### src/shared/rhip_pkg.sv
// constants, types and helpers shared by the host serial port block
// assumes one system clock; the i2c lines arrive asynchronously on pins
package rhip_pkg;

	////////////////////////////////////////////////////////////////////////
	// bus addressing and mode byte layout
	localparam logic [6:0] RHIP_BUS_ADDR   = 7'h50;
	localparam logic [7:0] RHIP_BANK_PFX   = 8'hfb;
	localparam logic [7:0] RHIP_DISC_BYTE  = 8'hff;
	localparam logic [5:0] RHIP_DISC_START = 6'h01;
	localparam logic [1:0] RHIP_M_WREG     = 2'h0;
	localparam logic [1:0] RHIP_M_RREG     = 2'h1;
	localparam logic [1:0] RHIP_M_MEM      = 2'h2;
	localparam logic [1:0] RHIP_M_CMD      = 2'h3;
	localparam int         RHIP_MODE_HI    = 7;
	localparam int         RHIP_MODE_LO    = 6;

	// fifo and passive target memory sub-modes
	localparam logic [5:0] RHIP_SUB_FIFO_LD = 6'h00;
	localparam logic [5:0] RHIP_SUB_FIFO_RD = 6'h1f;
	localparam logic [5:0] RHIP_SUB_PTM_A   = 6'h20;
	localparam logic [5:0] RHIP_SUB_PTM_F   = 6'h28;
	localparam logic [5:0] RHIP_SUB_PTM_TSN = 6'h2c;

	// passive target memory region starts
	localparam int         RHIP_PTM_AW      = 7;
	localparam logic [6:0] RHIP_PTM_A_BASE  = 7'h00;
	localparam logic [6:0] RHIP_PTM_F_BASE  = 7'h0f;
	localparam logic [6:0] RHIP_PTM_T_BASE  = 7'h24;

	// direct command codes that matter here
	localparam logic [5:0] RHIP_CMD_TRANSP  = 6'h1c;

	// bit engine
	localparam logic [3:0] RHIP_BYTE_BITS   = 4'h8;

	////////////////////////////////////////////////////////////////////////
	// types
	typedef enum { LK_IDLE, LK_RX, LK_RX_ACK, LK_TX, LK_TX_ACK } rhip_link_t;
	typedef enum { OP_ADDR, OP_MODE, OP_WREG, OP_FIFO, OP_PTM, OP_IGNORE } rhip_op_t;
	typedef enum { RD_NONE, RD_REG, RD_FIFO, RD_DISC } rhip_rd_t;

	// register write carrier
	typedef struct packed {
		logic       bank_b; // secondary bank selected
		logic [5:0] addr;   // register address
		logic [7:0] data;   // byte to store
	} rhip_wr_t;

	// passive target memory write carrier
	typedef struct packed {
		logic [RHIP_PTM_AW-1:0] addr;
		logic [7:0]             data;
	} rhip_ptm_t;

	////////////////////////////////////////////////////////////////////////
	// commands that run for a while and report completion by interrupt
	function automatic logic rhip_cmd_timed(input logic [5:0] code);
		case (code)
			6'h08, 6'h09, 6'h13, 6'h16, 6'h19, 6'h1f, 6'h2a: rhip_cmd_timed = 1'b1;
			default: rhip_cmd_timed = 1'b0;
		endcase
	endfunction

endpackage

### src/rhip_sync.sv
// two flip-flop synchroniser for pin inputs
// assumes inputs are asynchronous to clk_sys
`timescale 1ns/1ps
module rhip_sync
	import rhip_pkg::*;
#(
	parameter int W = 3
) (
	input  wire logic         clk_sys,
	input  wire logic         rst,
	input  wire logic         ce,
	input  wire logic [W-1:0] async_in,
	output logic      [W-1:0] sync_out
);

	logic [W-1:0] meta_reg; // first stage, read only by second stage
	logic [W-1:0] meta_next;
	logic [W-1:0] sync_reg; // second stage
	logic [W-1:0] sync_next;

	////////////////////////////////////////////////////////////////////////
	// next values; lines idle high so reset to ones
	always_comb begin
		meta_next = meta_reg;
		sync_next = sync_reg;
		if (ce) begin
			meta_next = async_in;
			sync_next = meta_reg;
		end
	end

	// registers only
	always_ff @(posedge clk_sys) begin
		if (rst) begin
			meta_reg <= '1;
			sync_reg <= '1;
		end else begin
			meta_reg <= meta_next;
			sync_reg <= sync_next;
		end
	end

	assign sync_out = sync_reg;

endmodule

### src/rhip_cmd_exec.sv
// direct command tracker: busy flag and completion event
// assumes front end pulses cmd_done on clk_sys when a timed command ends
`timescale 1ns/1ps
module rhip_cmd_exec
	import rhip_pkg::*;
(
	input  wire logic       clk_sys,
	input  wire logic       rst,
	input  wire logic       ce,
	input  wire logic       cmd_start,
	input  wire logic [5:0] cmd_code,
	input  wire logic       cmd_done,
	output logic            busy,
	output logic            done_evt
);

	logic busy_reg; // timed command in progress
	logic busy_next;
	logic evt_reg;  // one-cycle completion event
	logic evt_next;

	////////////////////////////////////////////////////////////////////////
	// only timed commands hold busy; immediate ones never raise it
	always_comb begin
		busy_next = busy_reg;
		evt_next  = 1'b0;
		if (ce) begin
			if (busy_reg && cmd_done) begin
				busy_next = 1'b0;
				evt_next  = 1'b1;
			end
			if (cmd_start && rhip_cmd_timed(cmd_code)) begin
				busy_next = 1'b1;
			end
		end else begin
			evt_next = evt_reg;
		end
	end

	// registers only
	always_ff @(posedge clk_sys) begin
		if (rst) begin
			busy_reg <= 1'b0;
			evt_reg  <= 1'b0;
		end else begin
			busy_reg <= busy_next;
			evt_reg  <= evt_next;
		end
	end

	assign busy     = busy_reg;
	assign done_evt = evt_reg;

endmodule

### src/rhip_i2c_port.sv
// i2c target port of the reader host interface
// assumes scl, sda and target_select_n come from pins; the register file,
// fifo, passive target memory and front end sit on clk_sys beside it
`timescale 1ns/1ps
module rhip_i2c_port
	import rhip_pkg::*;
(
	input  wire logic        clk_sys,
	input  wire logic        rst,
	input  wire logic        ce,
	// bus pins
	input  wire logic        scl_in,
	input  wire logic        sda_in,
	output logic             sda_out,
	output logic             sda_oe_n,
	input  wire logic        target_select_n,
	output logic             irq,
	// register file
	output logic             reg_wr,
	output rhip_wr_t         reg_wr_bus,
	output logic [5:0]       reg_rd_addr,
	output logic             reg_rd_bank_b,
	input  wire logic [7:0]  reg_rd_data,
	input  wire logic        reg_rd_exists,
	// fifo
	output logic             fifo_push,
	output logic [7:0]       fifo_push_data,
	output logic             fifo_pop,
	input  wire logic [7:0]  fifo_rd_data,
	// passive target memory
	output logic             ptm_wr,
	output rhip_ptm_t        ptm_wr_bus,
	// direct commands and front end
	output logic             cmd_strobe,
	output logic [5:0]       cmd_code,
	input  wire logic        cmd_done,
	output logic             cmd_busy,
	output logic             transparent
);

	////////////////////////////////////////////////////////////////////////
	// pin synchronisation and line events
	logic [2:0] pins_s;   // {target_select_n, sda, scl} after two flops
	logic       scl_s;
	logic       sda_s;
	logic       tsel_s;
	logic       scl_q;    // previous synchronised scl
	logic       sda_q;    // previous synchronised sda
	logic       scl_rise;
	logic       scl_fall;
	logic       bus_start;
	logic       bus_stop;
	logic       done_evt;

	rhip_sync #(.W(3)) u_sync (
		.clk_sys  (clk_sys),
		.rst      (rst),
		.ce       (ce),
		.async_in ({target_select_n, sda_in, scl_in}),
		.sync_out (pins_s)
	);

	assign scl_s    = pins_s[0];
	assign sda_s    = pins_s[1];
	assign tsel_s   = pins_s[2];
	// at 50 MHz a high-speed bit still spans over ten samples
	assign scl_rise = scl_s & ~scl_q;
	assign scl_fall = ~scl_s & scl_q;
	assign bus_start = scl_s & scl_q & sda_q & ~sda_s;
	assign bus_stop  = scl_s & scl_q & ~sda_q & sda_s;

	////////////////////////////////////////////////////////////////////////
	// state
	rhip_link_t           lk_reg,    lk_next;     // bit engine phase
	rhip_op_t             op_reg,    op_next;     // meaning of next written byte
	rhip_rd_t             rd_reg,    rd_next;     // source of read bytes
	logic [7:0]           sh_reg,    sh_next;     // shift register
	logic [3:0]           cnt_reg,   cnt_next;    // bits moved in this byte
	logic                 pull_reg,  pull_next;   // pulling sda low
	logic                 rw_reg,    rw_next;     // current transfer is a read
	logic                 mode_reg,  mode_next;   // mode byte seen since stop
	logic                 bank_reg,  bank_next;   // secondary bank selected
	logic [5:0]           wa_reg,    wa_next;     // register write pointer
	logic [5:0]           ra_reg,    ra_next;     // register read pointer
	logic [RHIP_PTM_AW-1:0] pa_reg,  pa_next;     // memory write pointer
	logic                 tp_pend_reg, tp_pend_next; // transparent after ack
	logic                 tp_reg,    tp_next;     // transparent session
	logic                 tp_sel_reg, tp_sel_next; // select seen low in session
	logic                 irq_reg,   irq_next;    // interrupt line
	logic                 scl_q_next, sda_q_next;
	// one-cycle strobes and their data
	logic                 wr_reg,    wr_next;
	rhip_wr_t             wb_reg,    wb_next;
	logic                 push_reg,  push_next;
	logic [7:0]           pd_reg,    pd_next;
	logic                 pop_reg,   pop_next;
	logic                 pw_reg,    pw_next;
	rhip_ptm_t            pb_reg,    pb_next;
	logic                 cs_reg,    cs_next;
	logic [5:0]           cc_reg,    cc_next;

	////////////////////////////////////////////////////////////////////////
	// next values of the whole port
	always_comb begin
		lk_next      = lk_reg;
		op_next      = op_reg;
		rd_next      = rd_reg;
		sh_next      = sh_reg;
		cnt_next     = cnt_reg;
		pull_next    = pull_reg;
		rw_next      = rw_reg;
		mode_next    = mode_reg;
		bank_next    = bank_reg;
		wa_next      = wa_reg;
		ra_next      = ra_reg;
		pa_next      = pa_reg;
		tp_pend_next = tp_pend_reg;
		tp_next      = tp_reg;
		tp_sel_next  = tp_sel_reg;
		irq_next     = irq_reg;
		scl_q_next   = scl_q;
		sda_q_next   = sda_q;
		wr_next      = wr_reg;
		wb_next      = wb_reg;
		push_next    = push_reg;
		pd_next      = pd_reg;
		pop_next     = pop_reg;
		pw_next      = pw_reg;
		pb_next      = pb_reg;
		cs_next      = cs_reg;
		cc_next      = cc_reg;
		if (ce) begin
			scl_q_next = scl_s;
			sda_q_next = sda_s;
			wr_next    = 1'b0;
			push_next  = 1'b0;
			pop_next   = 1'b0;
			pw_next    = 1'b0;
			cs_next    = 1'b0;
			// host resumes with a start; completion set below wins
			if (bus_start && !tp_reg) begin
				irq_next = 1'b0;
			end
			if (done_evt) begin
				irq_next = 1'b1;
			end
			if (tp_reg) begin
				// lines belong to the front end; select low then a clock ends it
				pull_next = 1'b0;
				lk_next   = LK_IDLE;
				if (!tsel_s) begin
					tp_sel_next = 1'b1;
				end
				if (tp_sel_reg && scl_rise) begin
					tp_next     = 1'b0;
					tp_sel_next = 1'b0;
					// a stop during the session was not seen; start clean
					mode_next   = 1'b0;
					bank_next   = 1'b0;
					rd_next     = RD_NONE;
				end
			end else if (bus_stop) begin
				lk_next   = LK_IDLE;
				pull_next = 1'b0;
				bank_next = 1'b0;
				mode_next = 1'b0;
				rd_next   = RD_NONE;
			end else if (bus_start) begin
				lk_next   = LK_RX;
				op_next   = OP_ADDR;
				cnt_next  = '0;
				pull_next = 1'b0;
			end else begin
				case (lk_reg)
					// collect eight bits on rising clock
					LK_RX: begin
						if (scl_rise && cnt_reg != RHIP_BYTE_BITS) begin
							sh_next  = {sh_reg[6:0], sda_s};
							cnt_next = cnt_reg + 4'h1;
						end else if (scl_fall && cnt_reg == RHIP_BYTE_BITS) begin
							pull_next = 1'b1;
							lk_next   = LK_RX_ACK;
							case (op_reg)
								OP_ADDR: begin
									rw_next = sh_reg[0];
									if (sh_reg[7:1] != RHIP_BUS_ADDR) begin
										pull_next = 1'b0;
										lk_next   = LK_IDLE;
									end else if (sh_reg[0] && !mode_reg) begin
										rd_next = RD_DISC;
									end else if (!sh_reg[0]) begin
										op_next = OP_MODE;
									end
								end
								OP_MODE: begin
									mode_next = 1'b1;
									op_next   = OP_IGNORE;
									if (sh_reg == RHIP_BANK_PFX) begin
										bank_next = 1'b1;
										op_next   = OP_MODE;
									end else begin
										case (sh_reg[RHIP_MODE_HI:RHIP_MODE_LO])
											RHIP_M_WREG: begin
												wa_next = sh_reg[5:0];
												op_next = OP_WREG;
											end
											RHIP_M_RREG: begin
												ra_next = sh_reg[5:0];
												rd_next = RD_REG;
											end
											RHIP_M_MEM: begin
												case (sh_reg[5:0])
													RHIP_SUB_FIFO_LD: op_next = OP_FIFO;
													RHIP_SUB_FIFO_RD: rd_next = RD_FIFO;
													RHIP_SUB_PTM_A: begin
														pa_next = RHIP_PTM_A_BASE;
														op_next = OP_PTM;
													end
													RHIP_SUB_PTM_F: begin
														pa_next = RHIP_PTM_F_BASE;
														op_next = OP_PTM;
													end
													RHIP_SUB_PTM_TSN: begin
														pa_next = RHIP_PTM_T_BASE;
														op_next = OP_PTM;
													end
													default: op_next = OP_IGNORE;
												endcase
											end
											default: begin
												cs_next = 1'b1;
												cc_next = sh_reg[5:0];
												if (sh_reg[5:0] == RHIP_CMD_TRANSP) begin
													tp_pend_next = 1'b1;
												end else if (!rhip_cmd_timed(sh_reg[5:0])) begin
													op_next = OP_MODE;
												end
											end
										endcase
									end
								end
								OP_WREG: begin
									wr_next = 1'b1;
									wb_next = '{bank_b: bank_reg, addr: wa_reg, data: sh_reg};
									wa_next = wa_reg + 6'h01;
								end
								OP_FIFO: begin
									push_next = 1'b1;
									pd_next   = sh_reg;
								end
								OP_PTM: begin
									pw_next = 1'b1;
									pb_next = '{addr: pa_reg, data: sh_reg};
									pa_next = pa_reg + 7'h01;
								end
								default: ;
							endcase
						end
					end
					// end of acknowledge slot: release, or start a read byte
					LK_RX_ACK: begin
						if (scl_fall) begin
							pull_next = 1'b0;
							cnt_next  = '0;
							lk_next   = LK_RX;
							if (tp_pend_reg) begin
								tp_pend_next = 1'b0;
								tp_next      = 1'b1;
								lk_next      = LK_IDLE;
							end else if (rw_reg) begin
								lk_next  = LK_TX;
								cnt_next = 4'h1;
								case (rd_reg)
									RD_DISC: begin
										sh_next = RHIP_DISC_BYTE;
										ra_next = RHIP_DISC_START;
										rd_next = RD_REG;
									end
									RD_REG: begin
										sh_next = reg_rd_exists ? reg_rd_data : 8'h00;
										ra_next = ra_reg + 6'h01;
									end
									RD_FIFO: begin
										sh_next  = fifo_rd_data;
										pop_next = 1'b1;
									end
									default: sh_next = 8'h00;
								endcase
								pull_next = ~sh_next[7];
							end
						end
					end
					// shift out on falling clock, msb first
					LK_TX: begin
						if (scl_fall) begin
							if (cnt_reg == RHIP_BYTE_BITS) begin
								pull_next = 1'b0;
								lk_next   = LK_TX_ACK;
							end else begin
								sh_next   = {sh_reg[6:0], 1'b0};
								pull_next = ~sh_reg[6];
								cnt_next  = cnt_reg + 4'h1;
							end
						end
					end
					// host ack means another byte; nack leaves the line free
					LK_TX_ACK: begin
						if (scl_rise) begin
							lk_next = sda_s ? LK_IDLE : LK_RX_ACK;
						end
					end
					default: lk_next = LK_IDLE;
				endcase
			end
		end
	end

	// registers only
	always_ff @(posedge clk_sys) begin
		if (rst) begin
			lk_reg      <= LK_IDLE;
			op_reg      <= OP_ADDR;
			rd_reg      <= RD_NONE;
			sh_reg      <= '0;
			cnt_reg     <= '0;
			pull_reg    <= 1'b0;
			rw_reg      <= 1'b0;
			mode_reg    <= 1'b0;
			bank_reg    <= 1'b0;
			wa_reg      <= '0;
			ra_reg      <= '0;
			pa_reg      <= '0;
			tp_pend_reg <= 1'b0;
			tp_reg      <= 1'b0;
			tp_sel_reg  <= 1'b0;
			irq_reg     <= 1'b0;
			scl_q       <= 1'b1;
			sda_q       <= 1'b1;
			wr_reg      <= 1'b0;
			wb_reg      <= '0;
			push_reg    <= 1'b0;
			pd_reg      <= '0;
			pop_reg     <= 1'b0;
			pw_reg      <= 1'b0;
			pb_reg      <= '0;
			cs_reg      <= 1'b0;
			cc_reg      <= '0;
		end else begin
			lk_reg      <= lk_next;
			op_reg      <= op_next;
			rd_reg      <= rd_next;
			sh_reg      <= sh_next;
			cnt_reg     <= cnt_next;
			pull_reg    <= pull_next;
			rw_reg      <= rw_next;
			mode_reg    <= mode_next;
			bank_reg    <= bank_next;
			wa_reg      <= wa_next;
			ra_reg      <= ra_next;
			pa_reg      <= pa_next;
			tp_pend_reg <= tp_pend_next;
			tp_reg      <= tp_next;
			tp_sel_reg  <= tp_sel_next;
			irq_reg     <= irq_next;
			scl_q       <= scl_q_next;
			sda_q       <= sda_q_next;
			wr_reg      <= wr_next;
			wb_reg      <= wb_next;
			push_reg    <= push_next;
			pd_reg      <= pd_next;
			pop_reg     <= pop_next;
			pw_reg      <= pw_next;
			pb_reg      <= pb_next;
			cs_reg      <= cs_next;
			cc_reg      <= cc_next;
		end
	end

	////////////////////////////////////////////////////////////////////////
	// command busy tracking and completion event
	rhip_cmd_exec u_exec (
		.clk_sys   (clk_sys),
		.rst       (rst),
		.ce        (ce),
		.cmd_start (cs_reg),
		.cmd_code  (cc_reg),
		.cmd_done  (cmd_done),
		.busy      (cmd_busy),
		.done_evt  (done_evt)
	);

	// open-drain: only ever drives low, enable low while pulling
	assign sda_out        = 1'b0;
	assign sda_oe_n       = ~pull_reg;
	assign irq            = irq_reg;
	assign reg_wr         = wr_reg;
	assign reg_wr_bus     = wb_reg;
	assign reg_rd_addr    = ra_reg;
	assign reg_rd_bank_b  = bank_reg;
	assign fifo_push      = push_reg;
	assign fifo_push_data = pd_reg;
	assign fifo_pop       = pop_reg;
	assign ptm_wr         = pw_reg;
	assign ptm_wr_bus     = pb_reg;
	assign cmd_strobe     = cs_reg;
	assign cmd_code       = cc_reg;
	assign transparent    = tp_reg;

endmodule

### config.mk
export PLATFORM = sky130hd
export DESIGN_NAME = rhip_i2c_port
export DESIGN_NICKNAME = d
export VERILOG_FILES = /design/src/shared/rhip_pkg.sv /design/src/rhip_sync.sv /design/src/rhip_cmd_exec.sv /design/src/rhip_i2c_port.sv
export SDC_FILE = /design/constraint.sdc
export NUM_CORES = 1
export LEC_CHECK = 0
export BUFFER_PORTS_ARGS = -buffer_cell sky130_fd_sc_hd__buf_2
export CAP_MARGIN = 30
export CORE_MARGIN = 1
export CORE_UTILIZATION = 61
export CTS_CLUSTER_SIZE = 24
export DETAILED_ROUTE_END_ITERATION = 12
export PLACE_DENSITY = 0.95
export SLEW_MARGIN = 20
export SYNTH_ARGS = -nofsm -noshare
export SYNTH_HDL_FRONTEND = slang
export SYNTH_SLANG_ARGS = --single-unit
### constraint.sdc
create_clock -name clk_sys -period 4.8 [get_ports clk_sys]
set_input_delay 0.48 -clock clk_sys [delete_from_list [all_inputs] [get_ports clk_sys]]
set_output_delay 0.48 -clock clk_sys [all_outputs]
set_load 0.02 [all_outputs]
# After elaboration in Yosys (flattened, before gate mapping)
# Index checks and enable logic that the tools add are counted.
dict set report op_classes {
  eq_ne 83
  n_reduce_logical 52
  addsub 4
  bitwise 20
  muxes 190
}
# op n
set op_table {}
lappend op_table {{2-to-1 mux 32 bit} 30}
lappend op_table {{case mux 32 bit (2 select lines)} 4}
lappend op_table {{equality test 32 x 2 -> 1 bit (second input constant)} 6}
lappend op_table {{case mux 32 bit (4 select lines)} 1}
lappend op_table {{2-to-1 mux 8 bit} 15}
lappend op_table {{2-to-1 mux 1 bit} 103}
lappend op_table {{equality test 32 x 1 -> 1 bit (second input constant)} 3}
lappend op_table {{equality test 32 x 3 -> 1 bit (second input constant)} 2}
lappend op_table {{2-to-1 mux 6 bit} 10}
lappend op_table {{equality test 6 x 5 -> 1 bit (second input constant)} 9}
lappend op_table {{case mux 8 bit (3 select lines)} 2}
lappend op_table {{AND reduction 8 bit} 6}
lappend op_table {{inequality test 5 bit (second input constant)} 9}
lappend op_table {{case mux 6 bit (2 select lines)} 3}
lappend op_table {{zero test 32 bit} 1}
lappend op_table {{inequality test 2 bit (second input constant)} 16}
lappend op_table {{equality test 6 bit (second input constant)} 5}
lappend op_table {{AND reduction 10 bit} 3}
lappend op_table {{inequality test 4 bit (second input constant)} 7}
lappend op_table {{inequality test 3 bit (second input constant)} 9}
lappend op_table {{equality test 6 x 4 -> 1 bit (second input constant)} 4}
lappend op_table {{AND reduction 11 bit} 2}
lappend op_table {{case mux 7 bit (3 select lines)} 1}
lappend op_table {{2-to-1 mux 4 bit} 5}
lappend op_table {{other kinds (42)} 93}
dict set report totals {
  register_bits 194
  output_inout_bits 61
  wordCells 383
  input_bits 24
}

# Depth between registers and ports, before layout
# Gate-level depths: netlist of run 1.
dict set report logic_depth {
  depth_word 23
  ltp_mapped 9
  depth_no_buf 7
}

# Modules after synthesis
# A second synthesis of run 1 with hierarchy kept.
dict set report unflattened {
  hier_cells 672
  area_unflattened_um2 5566.6
}
# mod cells_per_inst instances area_per_inst_um2 seq_area_each_um2
set modules_own_cells {}
lappend modules_own_cells {rhip_i2c_port 633 1 5180.0 1961.9}
lappend modules_own_cells {rhip_sync 19 1 232.7 120.1}
lappend modules_own_cells {rhip_cmd_exec 20 1 153.9 40.0}

# Worst setup path before layout of run 1
# Ideal clock, no wire load.
dict set report synth_path {
  kind {flip-flop to flip-flop}
  from {reg cnt_reg[0]}
  to {reg pa_reg[2]}
  n_path_buf 2
  t_required_ns 4.730
  setup_ns 0.070
  arrival_ns 1.950
  path_stages_with_launch 10
  slack_ns 2.780
  period_less_slack_ns 2.020
  path_cell_list {dfxtp_1 -> inv_1 -> ha_1 -> and3b_1 -> nand3_2 -> buf_6 -> or4_4 -> buf_6 -> or2_0 -> a21oi_1}
}
dict set report synth_via {
  elab_chain_len 4
}
# item line
set synth_rtl {}
lappend synth_rtl {{start, declared} rhip_i2c_port.sv:78} ;# logic [3:0] cnt_reg, cnt_next;
lappend synth_rtl {{start signal, assigned} rhip_i2c_port.sv:353} ;# cnt_reg <= cnt_next;
lappend synth_rtl {{inequality test 4 bit} rhip_i2c_port.sv:177} ;# if (scl_rise && cnt_reg != RHIP_BYTE_BITS) begin
lappend synth_rtl {{logical AND 1 bit} rhip_i2c_port.sv:177}
lappend synth_rtl {{inverter 1 bit (no line)} --}
lappend synth_rtl {{AND reduction 11 bit (no line) *} --}
lappend synth_rtl {{end signal, assigned} rhip_i2c_port.sv:360} ;# pa_reg <= pa_next;
lappend synth_rtl {{end, declared} rhip_i2c_port.sv:85} ;# logic [RHIP_PTM_AW-1:0] pa_reg, pa_next;
# Mark *: on every way between the ends. The rest lies on a longest branch, timed or not.
# A chain may end at the register's enable or synchronous reset.

# Worst setup path after layout of run 1
dict set report layout_path {
  from {reg lk_reg[1]}
  to {reg ra_reg[4] (netlist: reg_rd_addr[4])}
}
dict set report layout_via {
  elab_chain_len 3
}
# item line
set layout_rtl {}
lappend layout_rtl {{start, declared} rhip_i2c_port.sv:74} ;# rhip_link_t lk_reg, lk_next;
lappend layout_rtl {{start signal, assigned} rhip_i2c_port.sv:349} ;# lk_reg <= lk_next;
lappend layout_rtl {{equality test 32 x 2 -> 1 bit or equality test 32 x 1 -> 1 bit (tied branches)} rhip_i2c_port.sv:174} ;# case (lk_reg)
lappend layout_rtl {{inequality test 3 bit (no line) (tied with other cells)} --}
lappend layout_rtl {{AND reduction 14 bit (no line)} --}
lappend layout_rtl {{end signal, assigned} rhip_i2c_port.sv:359} ;# ra_reg <= ra_next;
lappend layout_rtl {{end, declared} rhip_i2c_port.sv:84} ;# logic [5:0] ra_reg, ra_next;
# Parallel ways exist; a longest one is shown, timed or not.

==> reports/qor.csv, run 1 <==
metric,value,unit
status,"complete, no violations",
crit path launch,lk_reg[1]$_SDFFE_PP0P_,
Min-Delay Path Class,input port to register,
Root Buffer,clkbuf_8,
main area contributors after synthesis,"dfxtp_1, a21oi_1, nand2_1",
clock buffer depth,2,
DR iter-0 viols,821,
CP arrival,3.00,ns
reg2reg start,lk_reg[1]$_SDFFE_PP0P_,
Max transition margin,0.353,
Finished Cell Area,0.00602,sq mm
clock sinks,106,
detail-routed via count per cell,6.52,
clock skew,0.0151,ns
instance area at placement,0.00580,sq mm
Max Slew Vio Count,0,
startpoint types,register,
Leakage Power,2.27,nW
Seq cells post-synth,106,
top_reg_cell synth,dfxtp_1,
VDD IR-drop max,181,uV
R2R Setup Slk,2.02,ns
CP Max Fanout,16,
fraction of layout cells with a size suffix above 1,0.170,
clk slew on worst S/H paths,0.10,ns
unrepaired setup endpoints after global routing,no,
final hold violations,0,
Skew-Pair Late Insertion Delay,0.38,ns
Post-synth EDFFs,0,
hold path depth,3,
Mapped Cells,690,
first-pass GRT wire length,24500,um
Die H,96.9,um
hold slack,0.321,ns
global-route usage over all layers,0.317,
critical path type,register to register,
endpoints failing setup,0,
dominant cell type by area after synthesis,dfxtp_1,
Tmin final,2.78,ns
Final HPWL DP,9820,um
Setup crit end,reg_rd_addr[4]$_SDFFE_PP0P_,
Syn Area/Cell,7.96,sq um
antenna violations before repair,0,
RePlAce Congestion,0.993,
cts hold-fix bufs,0,
asr flop ratio synth,0,
pwr dens,254,mW/mm^2
Ys Warns,0,
fin crit share,0.579,
Die W,96.9,um
placed cells,827,
CTS tree,yes,
via count,5504,
crit end category,register,
fin cells,844,
initial core utilization,0.630,
Least-Margin Pin Slew,0.970,ns
post-cts resize count,0,
ant diodes,0,
# IOs,85,
register area share after synthesis,0.387,
Sum Neg Setup Slack,0,ns
Area growth syn-to-layout,9.62,%
mapped cell area,0.00549,sq mm
Max Fclk,0.360,GHz
largest net degree at the start of global routing,94,
final wirelength,14900,um
routed length per placed instance,17.7,um
placement row count,34,
total global routing overflow,0,
# H-tree levels,3,
Synth top area share,0.387,
NumNets Final,760,
Pwr Total,0.00153,W
core area,0.00872,sq mm
drt pass-1 iters,7,
Max-Cap Viols,0,
synth unique cells,66,
r2r endpoint,reg_rd_addr[4]$_SDFFE_PP0P_,
Die Footprint,0.00938,sq mm
post-CTS setup repair buffer count,0,
Buffers on Ports,83,
total CTS buffers,9,
"Req. time, crit path",5.02,ns
post-route DRC violation count,0,
final-layout fill cell count,658,
vias in the first global route,5089,
syn_nets,719,
reg2reg path depth,5,
Routed Antenna Nets,0,
[kinds of logic after synthesis]
family	after synthesis	synth area share
XOR/XNOR	4	0.00638
multiplexers	34	0.0627
adder cells (fa/ha/maj)	5	0.0114
AND/OR/NAND/NOR	288	0.273
buffers and inverters	72	0.0579
flip-flops	106	0.387
AO/OA/AOI/OAI	180	0.201
other	1	0.000683
[critical path: stages, from the launching register on]
cell      delay (ns)
dfxtp_1         0.54
nor3b_2         0.76
a32oi_1         0.31
or3_1           0.53
o311ai_1        0.35
o41ai_1         0.14
[cells in the mapped netlist (all sizes together), types with 5 or more instances]
cell / count
a211oi: 10
a21o: 5
a21oi: 83
a31oi: 7
and3: 5
buf: 21
clkbuf: 36
dfxtp: 106
ha: 5
inv: 15
mux2i: 31
nand2: 103
nand2b: 8
nand3: 13
nand4: 9
nor2: 64
nor2b: 15
nor3: 18
nor3b: 8
nor4: 5
nor4b: 5
o21ai: 31
o31ai: 6
or2: 5
or3: 8
or3b: 5
[per-layer routing]
layer  global-route usage  share of wire  vias to the layer above  wire, um
met5                    0              0                        -         0
met4                0.154          0.038                        0       563
met3               0.0520          0.098                       88      1460
met2                0.511           0.47                      370      7030
met1                0.412           0.39                     2524      5860
li1                     -              -                     2522         -
[stage by stage]
stage	util	worst slack, ns
after global routing	0.690	1.86
after CTS	0.689	2.12
after global placement	0.665	2.19
final	0.690	2.02
after detailed placement	0.665	2.13
after floorplan	-	2.78
[power breakdown]
| group | total [W] | internal [W] | leakage [nW] | switching (W) |
|---|---|---|---|---|
| clock | 0.000579 | 0.000260 | 0.0995 | 0.000319 |
| combinational | 0.0000609 | 0.0000196 | 1.31 | 0.0000413 |
| sequential | 0.000888 | 0.000882 | 0.855 | 0.00000575 |
[layout by cell type, fill, tap and decap left out, types with 9 or more instances in the layout]
master,Yosys,layout
nand3_1,12,12
nor3_1,15,15
inv_1,15,15
nor2_1,64,64
mux2i_1,31,31
o21ai_0,31,31
buf_2,14,83
a211oi_1,10,10
nand4_1,9,9
dfxtp_1,106,106
clkbuf_8,0,10
a21oi_1,83,83
nand2_1,103,103
nor2b_1,14,14
[worst min path at each step]
stage	start	endpoint	slack, ns
after floorplan	u_sync.sync_out[2]$_SDFFE_PP1P_	u_sync.sync_out[2]$_SDFFE_PP1P_	0.43
after CTS	sda_in	u_sync.meta_reg[1]$_SDFFE_PP1P_	0.32
after global routing	target_select_n	u_sync.meta_reg[2]$_SDFFE_PP1P_	0.33
after detailed placement	ptm_wr_bus[13]$_SDFFE_PP0P_	ptm_wr_bus[13]$_SDFFE_PP0P_	0.44
after global placement	reg_wr_bus[7]$_SDFFE_PP0P_	reg_wr_bus[7]$_SDFFE_PP0P_	0.44
final	target_select_n	u_sync.meta_reg[2]$_SDFFE_PP1P_	0.32
[area by class of cell]
class / count / area [sq um] / area share
clock inverters: 6 / 71.3 / 0.0119
clock buffers: 10 / 138 / 0.0229
repair buffers: 87 / 445 / 0.0740
multi-input cells: 512 / 3050 / 0.507
inverters: 15 / 56.3 / 0.00936
well taps: 108 / 135 / 0.0225
flip-flops and latches: 106 / 2120 / 0.353
(Power assumes the default switching activity.)
==> run 2, diff against run 1 <==
--- a/config.mk
+++ b/config.mk
@@ -8,10 +8,10 @@
 export BUFFER_PORTS_ARGS = -buffer_cell sky130_fd_sc_hd__buf_2
 export CAP_MARGIN = 30
 export CORE_MARGIN = 1
-export CORE_UTILIZATION = 61
+export CORE_UTILIZATION = 57
 export CTS_CLUSTER_SIZE = 24
 export DETAILED_ROUTE_END_ITERATION = 12
-export PLACE_DENSITY = 0.95
+export PLACE_DENSITY = 0.9
 export SLEW_MARGIN = 20
 export SYNTH_ARGS = -nofsm -noshare
 export SYNTH_HDL_FRONTEND = slang
==> constraint.sdc (replaced) <==
create_clock -name clk_sys -period 2.6 [get_ports clk_sys]
set_input_delay 0.26 -clock clk_sys [delete_from_list [all_inputs] [get_ports clk_sys]]
set_output_delay 0.26 -clock clk_sys [all_outputs]
set_load 0.02 [all_outputs]
==> run 2 against run 1 <==
Compared with the run above: die area rose by 6.9%; combinational power rose by 92%; non-clock buffer count grew 19; routed wire length is 1.5% lower.
==> reports/qor.csv, run 2 (synthesized netlist as in run 1, its figures left out) <==
metric,value,unit,change
crit path launch,lk_reg[0]$_SDFFE_PP0P_,,
NumNets Final,779,,+2.5%
DR iter-0 viols,453,,-45%
largest net degree at the start of global routing,94,,unchanged
RePlAce Congestion,0.885,,-11%
Die Footprint,0.0100,sq mm,+6.9%
Top delay family on crit path,simple AND/OR/NAND/NOR gates,,
unrepaired setup endpoints after global routing,no,,
Least-Margin Pin Slew,0.866,ns,-0.104 ns
placement row count,35,,+2.9%
fraction of layout cells with a size suffix above 1,0.189,,+0.0196
Area growth syn-to-layout,12.4,%,
Max Fclk,0.434,GHz,+21%
Final HPWL DP,10200,um,+4.2%
cts hold-fix bufs,0,,unchanged
Leakage Power,2.36,nW,+4.2%
Routed Antenna Nets,0,,unchanged
drt pass-1 iters,5,,-2
crit-path cells,nor3b_2 -> nand3_2 -> or4_1 -> or2_2 -> a21oi_1,,
Max Slew Vio Count,0,,unchanged
DRT met1 WL,6520,um,+11%
r2r endpoint,wa_reg[2]$_SDFFE_PP0P_,,
clock sinks,106,,unchanged
CP Max Fanout,12,,-4
initial core utilization,0.591,,-0.0382
detail-routed via count per cell,6.01,,-7.9%
final hold violations,0,,unchanged
post-route DRC violation count,0,,unchanged
"slowest stage delay, CP",0.67,ns,-0.09 ns
CTS tree,yes,,
"Req. time, crit path",2.91,ns,-2.11 ns
most frequent cells in the layout,"dfxtp_1, nand2_1, a21oi_1, buf_2, nor2_1",,
Max-Cap Viols,0,,unchanged
Finished Cell Area,0.00617,sq mm,+2.6%
CP arrival,2.61,ns,-0.39 ns
core area,0.00928,sq mm,+6.5%
top sig layer,met4,,
pwr dens,442,mW/mm^2,+74%
# H-tree levels,3,,unchanged
Max transition margin,0.419,,+0.0660
R2R Setup Slk,0.30,ns,-1.72 ns
routed length per placed instance,16.6,um,-6.0%
status,"complete, no violations",,
slack of the critical path,0.296,ns,-1.72 ns
endpoints failing setup,0,,unchanged
Min-Delay Path Class,input port to register,,
post-CTS setup repair buffer count,0,,unchanged
Sum Neg Setup Slack,0,ns,unchanged
crit end category,register,,
Die H,100,um,+3.4%
startpoint types,register,,
Buffers on Ports,83,,unchanged
first-pass GRT wire length,23700,um,-3.0%
total CTS buffers,9,,unchanged
Root Buffer,clkbuf_8,,
clk slew on worst S/H paths,0.10,ns,about the same
antenna violations before repair,0,,unchanged
CP max-delay cell,or4_1,,
# IOs,85,,unchanged
VDD IR-drop max,271,uV,+49%
fin crit share,0.886,,+0.307
CP Depth,5,,unchanged
total global routing overflow,0,,unchanged
worst path buffer plus inverter count,0,,unchanged
met3 routed WL,1060,um,-28%
post-cts resize count,0,,unchanged
clock skew,0.0114,ns,-0.00374 ns
vias in the first global route,4764,,-6.4%
final wirelength,14700,um,-1.5%
Setup crit end,wa_reg[2]$_SDFFE_PP0P_,,
clock buffer depth,2,,unchanged
met2 wire length,6870,um,-2.3%
critical path type,register to register,,
via count,5309,,-3.5%
reg2reg start,lk_reg[0]$_SDFFE_PP0P_,,
Tmin final,2.30,ns,-0.477 ns
hold slack,0.0905,ns,-0.230 ns
Place WS,0.270,ns,-1.86 ns
"commonest non-fill, non-tap cell in the layout",dfxtp_1,,
global-route usage over all layers,0.297,,-0.0197
Skew-Pair Late Insertion Delay,0.38,ns,about the same
Die W,100,um,+3.4%
ant diodes,0,,unchanged
reg2reg path depth,5,,unchanged
instance area at placement,0.00598,sq mm,+3.1%
[run 2: cell type report]
| class | count | area [sq um] |
|---|---|---|
| Clock buffer | 10 | 128 |
| Clock inverter | 6 | 55.1 |
| Fill cell | 814 | 3110 |
| Inverter | 15 | 56.3 |
| Multi-Input combinational cell | 512 | 3050 |
| Sequential cell | 106 | 2120 |
| Tap cell | 129 | 161 |
| Timing Repair Buffer | 106 | 601 |
[run 2: how the worst min path moves through the flow]
stage,from,endpoint,slack (ns),depth (start not counted)
floorplan,sda_in,u_sync.meta_reg[1]$_SDFFE_PP1P_,0.39,2
global placement,reg_wr_bus[7]$_SDFFE_PP0P_,reg_wr_bus[7]$_SDFFE_PP0P_,0.44,2
detailed placement,reg_wr_bus[8]$_SDFFE_PP0P_,reg_wr_bus[8]$_SDFFE_PP0P_,0.45,2
CTS,sda_in,u_sync.meta_reg[1]$_SDFFE_PP1P_,0.09,3
global route,scl_in,u_sync.meta_reg[0]$_SDFFE_PP1P_,0.11,3
finish,sda_in,u_sync.meta_reg[1]$_SDFFE_PP1P_,0.09,3
[run 2: where the power goes]
part | total, W | switching [W] | internal [W]
clock | 0.000975 | 0.000606 | 0.000370
combinational | 0.000117 | 0.0000771 | 0.0000397
sequential | 0.00164 | 0.00000987 | 0.00163
total | 0.00273 | 0.000693 | 0.00204
[run 2: per-layer routing]
metal,GRT usage,vias to the layer above
met5,0,-
met4,0.108,0
met3,0.0418,21
met2,0.468,220
met1,0.416,2505
li1,-,2563
[run 2: worst reg2reg max path: cells and delay by family, from the launching register on]
family / cells / cell delay, ns
flops: 1 / 0.58
simple gates: 4 / 1.49
compound gates: 1 / 0.15
[run 2: through the flow]
step           cells  power (W)  utilization
2_1_floorplan    690    0.00175            -
3_3_place_gp     867    0.00179        0.644
3_5_place_dp     867    0.00179        0.644
4_1_cts          883    0.00273        0.664
5_1_grt          884    0.00282        0.665
6_report         884    0.00273        0.665
==> run 3, diff against run 2 <==
--- a/config.mk
+++ b/config.mk
@@ -11,8 +11,10 @@
 export CORE_UTILIZATION = 57
 export CTS_CLUSTER_SIZE = 24
 export DETAILED_ROUTE_END_ITERATION = 12
+export HOLD_SLACK_MARGIN = 0.12
 export PLACE_DENSITY = 0.9
 export SLEW_MARGIN = 20
 export SYNTH_ARGS = -nofsm -noshare
 export SYNTH_HDL_FRONTEND = slang
+export SYNTH_HIERARCHICAL = 1
 export SYNTH_SLANG_ARGS = --single-unit
==> run 3 against run 2 <==
Compared with the run above: via count rose by 3.2%; synthesized cell count fell by 2.6%; register-to-register slack improved by 0.05 ns; fmax rose by 2.4%.
==> reports/qor.csv, run 3 <==
metric,value,unit,change
simple-gate portion of the synthesized area,0.295,,+0.0219
CP arrival,2.56,ns,-0.05 ns
CTS tree,yes,,
Syn Area/Cell,8.28,sq um,+4.1%
"commonest non-fill, non-tap cell in the layout",dfxtp_1,,
Max-Cap Viols,0,,unchanged
# IOs,85,,unchanged
asr flop ratio synth,0,,unchanged
Max Slew Vio Count,0,,unchanged
drt pass-1 iters,7,,+2
Leakage Power,2.33,nW,-1.3%
VDD IR-drop max,308,uV,+14%
Max Fclk,0.444,GHz,+2.4%
core area,0.00937,sq mm,+0.94%
xor and xnor area share after synthesis,0.00787,,+0.00149
global-route usage over all layers,0.303,,+0.00531
commonest cells in the netlist,"dfxtp_1, nand2_1, nor2_1, a21oi_1, mux2i_1",,
Seq cells post-synth,106,,unchanged
Mapped Cells,672,,-2.6%
pwr dens,460,mW/mm^2,+4.0%
status,"complete, no violations",,
RePlAce Congestion,0.907,,+2.5%
HP Start,cmd_done,,
NumNets Final,772,,-0.90%
synth unique cells,80,,+21%
clk slew on worst S/H paths,0.11,ns,about the same
largest family of logic cells by synthesized area,simple AND/OR/NAND/NOR gates,,
detail-routed via count per cell,6.25,,+4.0%
most common cell in the netlist,dfxtp_1,,
clock skew,0.0154,ns,+0.00397 ns
total CTS buffers,9,,unchanged
DR iter-0 viols,516,,+14%
crit end category,register,,
main area contributors after synthesis,"dfxtp_1, mux2i_1, a21oi_1",,
reg2reg start,lk_reg[0]$_SDFFE_PP0P_,,
Skew-Pair Late Insertion Delay,0.38,ns,about the same
Die Footprint,0.0102,sq mm,+1.4%
final hold violations,0,,unchanged
placement row count,35,,unchanged
Root Buffer,clkbuf_8,,
final wirelength,15000,um,+1.9%
Die H,101,um,+0.68%
ant diodes,0,,unchanged
Least-Margin Pin Slew,0.702,ns,-0.164 ns
mapped cell area,0.00557,sq mm,+1.4%
clock sinks,106,,unchanged
Final HPWL DP,10300,um,+0.48%
total global routing overflow,0,,unchanged
unrepaired setup endpoints after global routing,no,,
Ys Warns,6,,+6
dominant cell type by area after synthesis,dfxtp_1,,
post-synthesis compound-gate area fraction,0.186,,-0.0149
Routed Antenna Nets,0,,unchanged
post-route DRC violation count,0,,unchanged
placed cells,857,,-1.2%
first-pass GRT wire length,24400,um,+2.9%
adder-cell share of the synthesized area,0.0112,,-0.000156
Area growth syn-to-layout,14.3,%,
initial core utilization,0.594,,+0.00262
critical path type,register to register,,
CP Max Fanout,12,,unchanged
Buffers on Ports,83,,unchanged
register area share after synthesis,0.381,,-0.00530
largest net degree at the start of global routing,54,,-43%
final core occ,0.679,,+0.0138
Sum Neg Setup Slack,0,ns,unchanged
endpoints failing setup,0,,unchanged
clock buffer depth,2,,unchanged
Max transition margin,0.531,,+0.111
fraction of layout cells with a size suffix above 1,0.199,,+0.00979
Synth top area share,0.381,,-0.00530
Die W,101,um,+0.68%
antenna violations before repair,0,,unchanged
"Req. time, crit path",2.91,ns,about the same
fin cells,877,,-0.79%
fin crit share,0.865,,-0.0208
mux share of post-synthesis cell area,0.0683,,+0.00566
top_reg_cell synth,dfxtp_1,,
post-CTS setup repair buffer count,0,,unchanged
crit path launch,lk_reg[0]$_SDFFE_PP0P_,,
# H-tree levels,3,,unchanged
via count,5480,,+3.2%
vias in the first global route,5143,,+8.0%
routed length per placed instance,17.1,um,+2.7%
syn_nets,701,,-2.5%
Tmin final,2.25,ns,-0.0541 ns
final-layout fill cell count,747,,-8.2%
Post-synth EDFFs,0,,unchanged
most frequent cells in the layout,"dfxtp_1, buf_2, nand2_1, nor2_1, a21oi_1",,
Min-Delay Path Class,input port to register,,
startpoint types,register,,
## run 3: cell count changes after synthesis, moves of 8 or more
cell,previous run,this run
clkbuf_1,36,28
nand3_1,12,20
o21ai_0,31,23
nand2b_1,8,22
nand2_1,103,77
a21oi_1,83,58
a211o_1,0,9
nor2_1,64,75
## run 3: repair_timing
action,CTS,global route
hold buffers,3,0
setup endpoints to repair,0,1
gates resized for setup,0,1
endpoints found under the hold margin,3,0
## run 3: cells by family (layout without fill, tap and decap cells)
kind of cell	count (synthesis)	in the layout
flops	106	106
compound gates	158	158
mux	38	38
other cells	1	1
buf+inv	58	134
fa+ha+maj	5	5
simple gates	301	301
xor+xnor	5	5
## run 3: per-layer routing
| metal | track usage | share of wire |
|---|---|---|
| met1 | 0.392 | 0.42 |
| met2 | 0.498 | 0.46 |
| met3 | 0.0465 | 0.083 |
| met4 | 0.136 | 0.033 |
| met5 | 0 | 0 |
## run 3: area by class of cell
class                   count  area [sq um]  share of cell area
clock buffers              10           138              0.0216
multi-input cells         508          3180               0.500
clock inverters             6          77.6              0.0122
repair buffers            108           643               0.101
well taps                 129           161              0.0254
flip-flops and latches    106          2120               0.334
inverters                  10          37.5             0.00590
## run 3: worst paths after layout
| kind | to | slack (ns) | cells past startpoint |
|---|---|---|---|
| max | op_reg[1]$_SDFFE_PP0P_ | 0.35 | 5 |
| min | u_exec/done_evt$_SDFFE_PP0P_ | 0.16 | 3 |
| max reg2reg | op_reg[1]$_SDFFE_PP0P_ | 0.35 | 5 |
| min reg2reg | ptm_wr_bus[5]$_SDFFE_PP0P_ | 0.46 | 2 |
## run 3: where the power goes
group          total [W]  switching, W  internal (W)
logic           0.000175      0.000105     0.0000693
clock network    0.00110      0.000608      0.000492
registers        0.00165     0.0000173       0.00163
total            0.00293      0.000731       0.00220
## run 3: through the flow
stage	cell area, sq um	hold WS [ns]	setup WS [ns]	power [W]
2_1_floorplan	5570	0.329	0.554	0.00179
3_3_place_gp	6080	0.442	0.473	0.00184
3_5_place_dp	6080	0.448	0.358	0.00185
4_1_cts	6330	0.160	0.338	0.00292
5_1_grt	6360	0.171	0.0887	0.00302
6_report	6360	0.164	0.350	0.00293
## run 3: critical path, stage by stage (launching register included)
cell and delay, ns:
dfxtp_1 0.55, or3b_4 0.48, nor3_4 0.32, o2111ai_1 0.23
or4b_1 0.51, o21ai_0 0.10
